$ cat src/verilog/rfpmsc_pkg.sv
// constants and types for the rf port mode and switch control block
package rfpmsc_pkg;
   // serial frame layout: command byte then one 16-bit data word, msb first
   localparam int unsigned CMD_BITS = 8;
   localparam int unsigned DATA_BITS = 16;
   localparam int unsigned FRAME_BITS = CMD_BITS + DATA_BITS;
   localparam int unsigned CMD_READ_POS = 7;
   localparam int unsigned ADDR_BITS = 6;
   localparam logic [4:0] BIT_CNT_CMD_END = 5'h07;
   localparam logic [4:0] BIT_CNT_FRAME_END = 5'h17;

   // register map
   localparam logic [5:0] RF_IF_CTRL_ADDR = 6'h07;
   localparam logic [5:0] RF_STATUS_ADDR = 6'h08;

   // field positions in rf_interface_control_reg
   localparam int unsigned PORT_MODE_SEL_POS = 12;
   localparam int unsigned CTRL_OUT_POL_POS = 13;
   localparam int unsigned CTRL_OUT_EN_POS = 14;

   // reset value and value read at unmapped addresses
   localparam logic [15:0] RF_IF_CTRL_RESET = 16'h0000;
   localparam logic [15:0] RD_UNMAPPED = 16'h0000;

   // field positions in the status word
   localparam int unsigned STAT_STATE_LSB = 0;
   localparam int unsigned STAT_CTRL_OUT_POS = 4;
   localparam int unsigned STAT_CTRL_OE_POS = 5;
   localparam int unsigned STAT_LNA_SW_POS = 6;
   localparam int unsigned STAT_SHARED_PA_POS = 7;
   localparam int unsigned STAT_TX_PA_POS = 8;
   localparam int unsigned STAT_BIDIR_POS = 9;

   typedef enum logic [2:0]
   {
      RFPMSC_ST_IDLE = 3'b000,
      RFPMSC_ST_DOZE = 3'b001,
      RFPMSC_ST_HIBERNATE = 3'b010,
      RFPMSC_ST_CCA = 3'b011,
      RFPMSC_ST_RX = 3'b100,
      RFPMSC_ST_TX = 3'b101
   } rfpmsc_radio_state_t;
endpackage

$ cat src/verilog/rfpmsc_serial_if.sv
// serial register port: frames a command byte and a 16-bit word
`timescale 1ns/10ps
`default_nettype none
module rfpmsc_serial_if
(
   // clock and reset
   input wire logic clk_sys,
   input wire logic rst_n,
   // serial pins, sampled on clk_sys
   input wire logic ce_n,
   input wire logic sclk,
   input wire logic mosi,
   output logic miso,
   output logic miso_oe,
   // register side
   output logic [5:0] reg_addr,
   output logic reg_wr,
   output logic [15:0] reg_wdata,
   input wire logic [15:0] reg_rdata
);
   import rfpmsc_pkg::*;

   logic sclk_r;
   logic [4:0] bit_cnt_r;
   logic [23:0] shift_r;
   logic is_read_r;
   logic [15:0] out_r;
   logic rise;
   logic fall;

   assign rise = sclk & ~sclk_r & ~ce_n;
   assign fall = ~sclk & sclk_r & ~ce_n;

   always_ff @(posedge clk_sys or negedge rst_n)
   begin
      if (!rst_n)
         sclk_r <= 1'b0;
      else
         sclk_r <= sclk;
   end

   // bit counting and input shifting on rising sclk
   always_ff @(posedge clk_sys or negedge rst_n)
   begin
      if (!rst_n)
      begin
         bit_cnt_r <= 5'h00;
         shift_r <= 24'h000000;
         is_read_r <= 1'b0;
         reg_addr <= 6'h00;
         reg_wr <= 1'b0;
         reg_wdata <= 16'h0000;
      end
      else
      begin
         reg_wr <= 1'b0;
         if (ce_n)
            bit_cnt_r <= 5'h00;
         else if (rise)
         begin
            shift_r <= {shift_r[22:0], mosi};
            if (bit_cnt_r == BIT_CNT_CMD_END)
            begin
               is_read_r <= shift_r[CMD_READ_POS - 1];
               reg_addr <= {shift_r[ADDR_BITS - 2:0], mosi};
            end
            if (bit_cnt_r == BIT_CNT_FRAME_END)
            begin
               bit_cnt_r <= 5'h00;
               reg_wr <= ~is_read_r;
               reg_wdata <= {shift_r[DATA_BITS - 2:0], mosi};
            end
            else
               bit_cnt_r <= bit_cnt_r + 5'h01;
         end
      end
   end

   // read data: loaded after the command byte, shifted out on falling sclk
   always_ff @(posedge clk_sys or negedge rst_n)
   begin
      if (!rst_n)
      begin
         out_r <= 16'h0000;
         miso <= 1'b0;
      end
      else if (ce_n)
         miso <= 1'b0;
      else if (fall)
      begin
         if (bit_cnt_r == 5'h08 && is_read_r)
         begin
            miso <= reg_rdata[15];
            out_r <= {reg_rdata[14:0], 1'b0};
         end
         else
         begin
            miso <= out_r[15];
            out_r <= {out_r[14:0], 1'b0};
         end
      end
   end

   assign miso_oe = ~ce_n;
endmodule // rfpmsc_serial_if
`default_nettype wire

$ cat src/verilog/rfpmsc_top.sv
// rf port mode selection and switch control output with its control register
`timescale 1ns/10ps
`default_nettype none
// Function
// - port mode bit clear (reset) selects dual-port, set selects single-port
// - dual-port: receive pair input only, lna switch on for receive, its pa off
// - dual-port: transmit pair is the output, its pa on while transmitting
// - single-port: internal switch active, shared pair carries transmit and receive
// - enable bit clear (reset): control output tristated in every state
// - enabled: level follows port mode, then transmit or receive activity
// - polarity bit (reset zero) matters only in dual-port with output enabled
// - single-port enabled: high on transmit, low on receive, polarity ignored
// - dual-port enabled: opposite levels for tx and rx, polarity swaps them
// - output defined in idle, hibernate, doze, transmit and receive
// - output high only during cca, receive or transmit sequences
module rfpmsc_top
(
   // clock and reset
   input wire logic clk_sys,
   input wire logic resetn,
   // serial register port
   input wire logic ce_n,
   input wire logic sclk,
   input wire logic mosi,
   output logic miso,
   output logic miso_oe,
   // radio sequencer state
   input wire rfpmsc_pkg::rfpmsc_radio_state_t radio_state,
   // switch control pin
   output logic rf_ctrl_out,
   output logic rf_ctrl_out_oe,
   // rf path controls
   output logic lna_rx_switch_en,
   output logic shared_pair_pa_en,
   output logic tx_pair_pa_en,
   output logic shared_pair_bidir,
   // register bits for observation
   output logic port_mode_sel,
   output logic rf_ctrl_out_enable,
   output logic rf_ctrl_out_polarity
);
   import rfpmsc_pkg::*;

   logic rst_meta_r;
   logic rst_n_r;
   logic [5:0] reg_addr;
   logic reg_wr;
   logic [15:0] reg_wdata;
   logic [15:0] reg_rdata;
   logic [15:0] rf_interface_control_reg_r;
   logic [15:0] status_word;
   logic ctrl_out_nxt;
   logic lna_nxt;
   logic shared_pa_nxt;
   logic tx_pa_nxt;

   function automatic logic seq_active(input rfpmsc_radio_state_t st);
      seq_active = (st == RFPMSC_ST_CCA) || (st == RFPMSC_ST_RX) || (st == RFPMSC_ST_TX);
   endfunction

   function automatic logic listening(input rfpmsc_radio_state_t st);
      listening = (st == RFPMSC_ST_CCA) || (st == RFPMSC_ST_RX);
   endfunction

   // reset release through two flops
   always_ff @(posedge clk_sys or negedge resetn)
   begin
      if (!resetn)
      begin
         rst_meta_r <= 1'b0;
         rst_n_r <= 1'b0;
      end
      else
      begin
         rst_meta_r <= 1'b1;
         rst_n_r <= rst_meta_r;
      end
   end

   rfpmsc_serial_if u_serial
   (
      .clk_sys(clk_sys),
      .rst_n(rst_n_r),
      .ce_n(ce_n),
      .sclk(sclk),
      .mosi(mosi),
      .miso(miso),
      .miso_oe(miso_oe),
      .reg_addr(reg_addr),
      .reg_wr(reg_wr),
      .reg_wdata(reg_wdata),
      .reg_rdata(reg_rdata)
   );

   // control register; new bits act from the write onward
   always_ff @(posedge clk_sys or negedge rst_n_r)
   begin
      if (!rst_n_r)
         rf_interface_control_reg_r <= RF_IF_CTRL_RESET;
      else if (reg_wr && reg_addr == RF_IF_CTRL_ADDR)
         rf_interface_control_reg_r <= reg_wdata;
   end

   assign port_mode_sel = rf_interface_control_reg_r[PORT_MODE_SEL_POS];
   assign rf_ctrl_out_enable = rf_interface_control_reg_r[CTRL_OUT_EN_POS];
   assign rf_ctrl_out_polarity = rf_interface_control_reg_r[CTRL_OUT_POL_POS];

   // control output level
   always_comb
   begin
      ctrl_out_nxt = 1'b0;
      if (!seq_active(radio_state))
         ctrl_out_nxt = 1'b0;
      else if (port_mode_sel)
         ctrl_out_nxt = (radio_state == RFPMSC_ST_TX);
      else
         ctrl_out_nxt = (radio_state == RFPMSC_ST_TX) ^ rf_ctrl_out_polarity;
   end

   always_ff @(posedge clk_sys or negedge rst_n_r)
   begin
      if (!rst_n_r)
      begin
         rf_ctrl_out <= 1'b0;
         rf_ctrl_out_oe <= 1'b0;
      end
      else
      begin
         rf_ctrl_out_oe <= rf_ctrl_out_enable;
         rf_ctrl_out <= rf_ctrl_out_enable & ctrl_out_nxt;
      end
   end

   // rf path selection
   always_comb
   begin
      lna_nxt = listening(radio_state);
      shared_pa_nxt = 1'b0;
      tx_pa_nxt = 1'b0;
      if (port_mode_sel)
         shared_pa_nxt = (radio_state == RFPMSC_ST_TX);
      else
         tx_pa_nxt = (radio_state == RFPMSC_ST_TX);
   end

   always_ff @(posedge clk_sys or negedge rst_n_r)
   begin
      if (!rst_n_r)
      begin
         lna_rx_switch_en <= 1'b0;
         shared_pair_pa_en <= 1'b0;
         tx_pair_pa_en <= 1'b0;
         shared_pair_bidir <= 1'b0;
      end
      else
      begin
         lna_rx_switch_en <= lna_nxt;
         shared_pair_pa_en <= shared_pa_nxt;
         tx_pair_pa_en <= tx_pa_nxt;
         shared_pair_bidir <= port_mode_sel;
      end
   end

   // read-back
   always_comb
   begin
      status_word = 16'h0000;
      status_word[STAT_STATE_LSB +: 3] = radio_state;
      status_word[STAT_CTRL_OUT_POS] = rf_ctrl_out;
      status_word[STAT_CTRL_OE_POS] = rf_ctrl_out_oe;
      status_word[STAT_LNA_SW_POS] = lna_rx_switch_en;
      status_word[STAT_SHARED_PA_POS] = shared_pair_pa_en;
      status_word[STAT_TX_PA_POS] = tx_pair_pa_en;
      status_word[STAT_BIDIR_POS] = shared_pair_bidir;
      case (reg_addr)
         RF_IF_CTRL_ADDR: reg_rdata = rf_interface_control_reg_r;
         RF_STATUS_ADDR: reg_rdata = status_word;
         default: reg_rdata = RD_UNMAPPED;
      endcase
   end
endmodule // rfpmsc_top
`default_nettype wire

$ cat config.mk
export PLATFORM = sky130hd
export DESIGN_NAME = rfpmsc_top
export DESIGN_NICKNAME = d
export VERILOG_FILES = /design/src/verilog/rfpmsc_pkg.sv /design/src/verilog/rfpmsc_serial_if.sv /design/src/verilog/rfpmsc_top.sv
export SDC_FILE = /design/constraint.sdc
export NUM_CORES = 1
export LEC_CHECK = 0
export BUFFER_PORTS_ARGS = -buffer_cell sky130_fd_sc_hd__buf_4
export CAP_MARGIN = 20
export CORE_MARGIN = 10
export CORE_UTILIZATION = 50
export DETAILED_ROUTE_END_ITERATION = 8
export GPL_TIMING_DRIVEN = 1
export PLACE_DENSITY = 0.69
export SLEW_MARGIN = 10
export SYNTH_ARGS = -nofsm -noshare
export SYNTH_HDL_FRONTEND = slang
export SYNTH_SLANG_ARGS = --single-unit
$ cat constraint.sdc
create_clock -name clk_sys -period 3 [get_ports clk_sys]
set_clock_uncertainty 0.2 [all_clocks]
set_input_delay 0.75 -clock clk_sys [delete_from_list [all_inputs] [get_ports clk_sys]]
set_output_delay 0.75 -clock clk_sys [all_outputs]
set_load 0.02 [all_outputs]
==> flow_metrics.tcl <==
set metrics [dict create \
    drtPass1Iterations 4 \
    clock_path_buffers 2 \
    io_pins 19 \
    worstPathArrival_ps 2130 \
    crit_path_end_kind "flop" \
    maxSlewViolCount 0 \
    die_y_um 105 \
    finalSetupViolCount 0 \
    num_vias 2116 \
    synthArstFlopShare 1.00 \
    required_ps 3030 \
    maxCapViolCount 0 \
    drt_first_iter_violations 88 \
    p_clk_frac 0.355 \
    highest_layer "met4" \
    area_growth_pct 12.9 \
    via_per_inst 5.43 \
    ys_ff_latch 85 \
    place.gp.congestion 0.720 \
    holdCritPathClass "flop to async pin" \
    maxSlewHeadroom 0.550 \
    fin_crit_ps 2100 \
    yosys_warnings 0 \
    synthFlopType "dfrtp_1" \
    start_kind "flop" \
    wl_per_cell_um 16.4 \
    finalCritPeriodShare 0.699 \
    synth_area_leaders "dfrtp_1 (59%), mux2_2 (14%), mux2_4 (4.2%)" \
    clk_latency_ps 360 \
    overflow 0 \
    met1_length_mm 3.07 \
    finalSetupTns_ps 0 \
    final_util 0.588 \
    tightestPinTransition_ps 673 \
    start_util 0.521 \
    yosysTopAreaCellShare 0.591 \
    final_cell_area_um2 4060 \
    intPower_mw 1.75 \
    syn_inst 264 \
    die_area_um2 11000 \
    p_seq_frac 0.567 \
    hold_viol_final 0 \
    grt_pass1_vias 2162 \
    drc_errors 0 \
    track_usage 0.124 \
    power.density_nw_per_um2 584 \
    dieWidth_um 105 \
    yosysTopAreaCell "dfrtp_1" \
    cts_tree "built" \
    cp_max_fo 16 \
    hpwl_mm 4.24 \
    dr_wl_met2_mm 3.03 \
    drtAntennaViolNets 0 \
    rsz0062_at_grt "false" \
    syn_avg_cell_area_um2 13.6 \
    antenna_found_initial 0 \
    crit_type "flop to flop" \
    drive_above_1_share 0.364 \
    power_frac_comb 0.079 \
    grt_pass1_wl_mm 11.1 \
    grt_max_degree 84 \
    core_area_um2 6910 \
    wl_met3_um 244 \
    run_status "complete, no violations" \
    synth-seq-area-share 0.591 \
    numCtsBuffers 9 \
    switching_share 0.262 \
    final_nets 299 \
    cts-root-buf "clkbuf_8" \
    wl_mm 6.41 \
    max_freq_ghz 0.477 \
    clock-sinks 85 \
    leakage_nw 1.92 \
    syn-cell-area_um2 3600 \
    path_clk_slew_ps 90 \
    rows 30 \
    io_buffers 18 \
    diodes 0 \
    synth_cell_types 45 \
    synth_edf_count 0 \
    ctsHtreeMaxLevel 3 \
    syn-num-nets 274 \
    p_switching_mw 0.622 \
    place_area_um2 3820 \
    irDropWorstVdd_v 0.000370 \
]
[synthesized netlist by cell type (2+ instances only)]
cell type,instances
dfrtp_1,85
mux2_2,44
nor2_1,18
nand2_1,13
nand3_1,11
mux2_4,10
a21oi_1,9
a22oi_1,8
o2bb2ai_1,8
a31oi_1,6
buf_2,6
inv_1,4
buf_6,3
a22o_1,2
ha_1,2
nand2b_1,2
nand4b_1,2
nor3_1,2
nor3_4,2
o21ai_0,2
[state kept, by name, indices dropped and copies added (netlist names)]
signal                      cells
lna_rx_switch_en                1
rf_ctrl_out                     1
rf_ctrl_out_oe                  1
rf_interface_control_reg_r     16
rst_meta_r                      1
rst_n_r                         1
shared_pair_bidir               1
shared_pair_pa_en               1
tx_pair_pa_en                   1
u_serial.bit_cnt_r              5
u_serial.is_read_r              1
u_serial.miso                   1
u_serial.out_r                 15
u_serial.reg_addr               6
u_serial.reg_wdata             16
u_serial.reg_wr                 1
u_serial.sclk_r                 1
u_serial.shift_r               15
[logic make-up (layout without fill, tap and decap cells)]
group | Yosys count | in the layout | share of synthesized area
multiplexers | 54 | 54 | 0.179
AND/OR/NAND/NOR | 67 | 67 | 0.117
flip-flops | 85 | 85 | 0.591
buffers and inverters | 14 | 44 | 0.0229
AO/OA/AOI/OAI | 40 | 40 | 0.0796
other | 1 | 1 | 0.00104
XOR/XNOR | 1 | 1 | 0.00243
adder cells (fa/ha/maj) | 2 | 2 | 0.00695
[through the flow]
step | std cells | power (mW) | worst slack (ps) | hold slack, ps
final | 390 | 2.37 | 902 | 27.6
after global routing | 390 | 2.50 | 758 | 57.0
after CTS | 389 | 2.39 | 905 | 171
after detailed placement | 372 | 1.55 | 678 | 137
after global placement | 372 | 1.54 | 717 | 144
after floorplan | 264 | 1.48 | 257 | 131
[routing by layer]
metal,up-vias,GRT usage
met2,30,0.183
li1,1002,-
met4,0,0.0412
met1,1077,0.168
met3,7,0.0387
met5,-,0
[cell type report]
class / count / area [µm²]
Clock buffer: 9 / 124
Inverter: 4 / 15.0
Fill cell: 601 / 2840
Multi-Input combinational cell: 165 / 1390
Clock inverter: 7 / 81.3
Tap cell: 96 / 120
Timing Repair Buffer: 24 / 203
Sequential cell: 85 / 2130
[final timing paths]
check	endpoint	cells after the start	slack, ps	start
max in group asynchronous	u_serial.shift_r[2]$_DFFE_PN0P_	1	1970	rst_n_r$_DFF_PN0_
hold reg to reg	u_serial.shift_r[12]$_DFFE_PN0P_	0	30	rst_n_r$_DFF_PN0_
setup / recovery	u_serial.miso$_DFFE_PN0P_	4	900	u_serial.bit_cnt_r[3]$_DFFE_PN0P_
setup reg to reg	u_serial.miso$_DFFE_PN0P_	4	900	u_serial.bit_cnt_r[3]$_DFFE_PN0P_
min in group clk_sys	rst_n_r$_DFF_PN0_	0	170	rst_meta_r$_DFF_PN0_
hold / removal	u_serial.shift_r[12]$_DFFE_PN0P_	0	30	rst_n_r$_DFF_PN0_
[power by group through the flow]
stage	clock, mW	combinational, mW	sequential (mW)
floorplan	0	0.132	1.35
global placement	0	0.161	1.38
detailed placement	0	0.166	1.38
CTS	0.858	0.170	1.36
global route	0.919	0.214	1.37
finish	0.843	0.187	1.35
[critical path, stage by stage, from the launching register on]
cell,delay (ps)
dfrtp_1,490
nor3b_2,250
nand3_1,510
a211oi_1,430
a2111oi_2,90
[layout by cell type, fill, tap and decap left out, types with 2 or more instances in the layout]
cell       instances
nor3_1             2
nor3_4             2
inv_6              2
nand3_1           11
o21ai_0            2
mux2_4            10
ha_1               2
inv_1              4
clkinv_4           2
a22o_1             2
a31oi_1            6
nand4b_1           2
clkbuf_8           9
nand2b_1           2
o2bb2ai_1          8
nor2_1            18
buf_4             22
a22oi_1            8
nand2_1           13
a21oi_1            9
dfrtp_1           84
mux2_2            44
[what timing repair did]
action | in CTS | in global routing
hold buffers | 1 | 0
hold endpoints to repair | 2 | 0
buffers inserted | 0 | 0
resized for setup | 0 | 0
(Power assumes the default switching activity.)
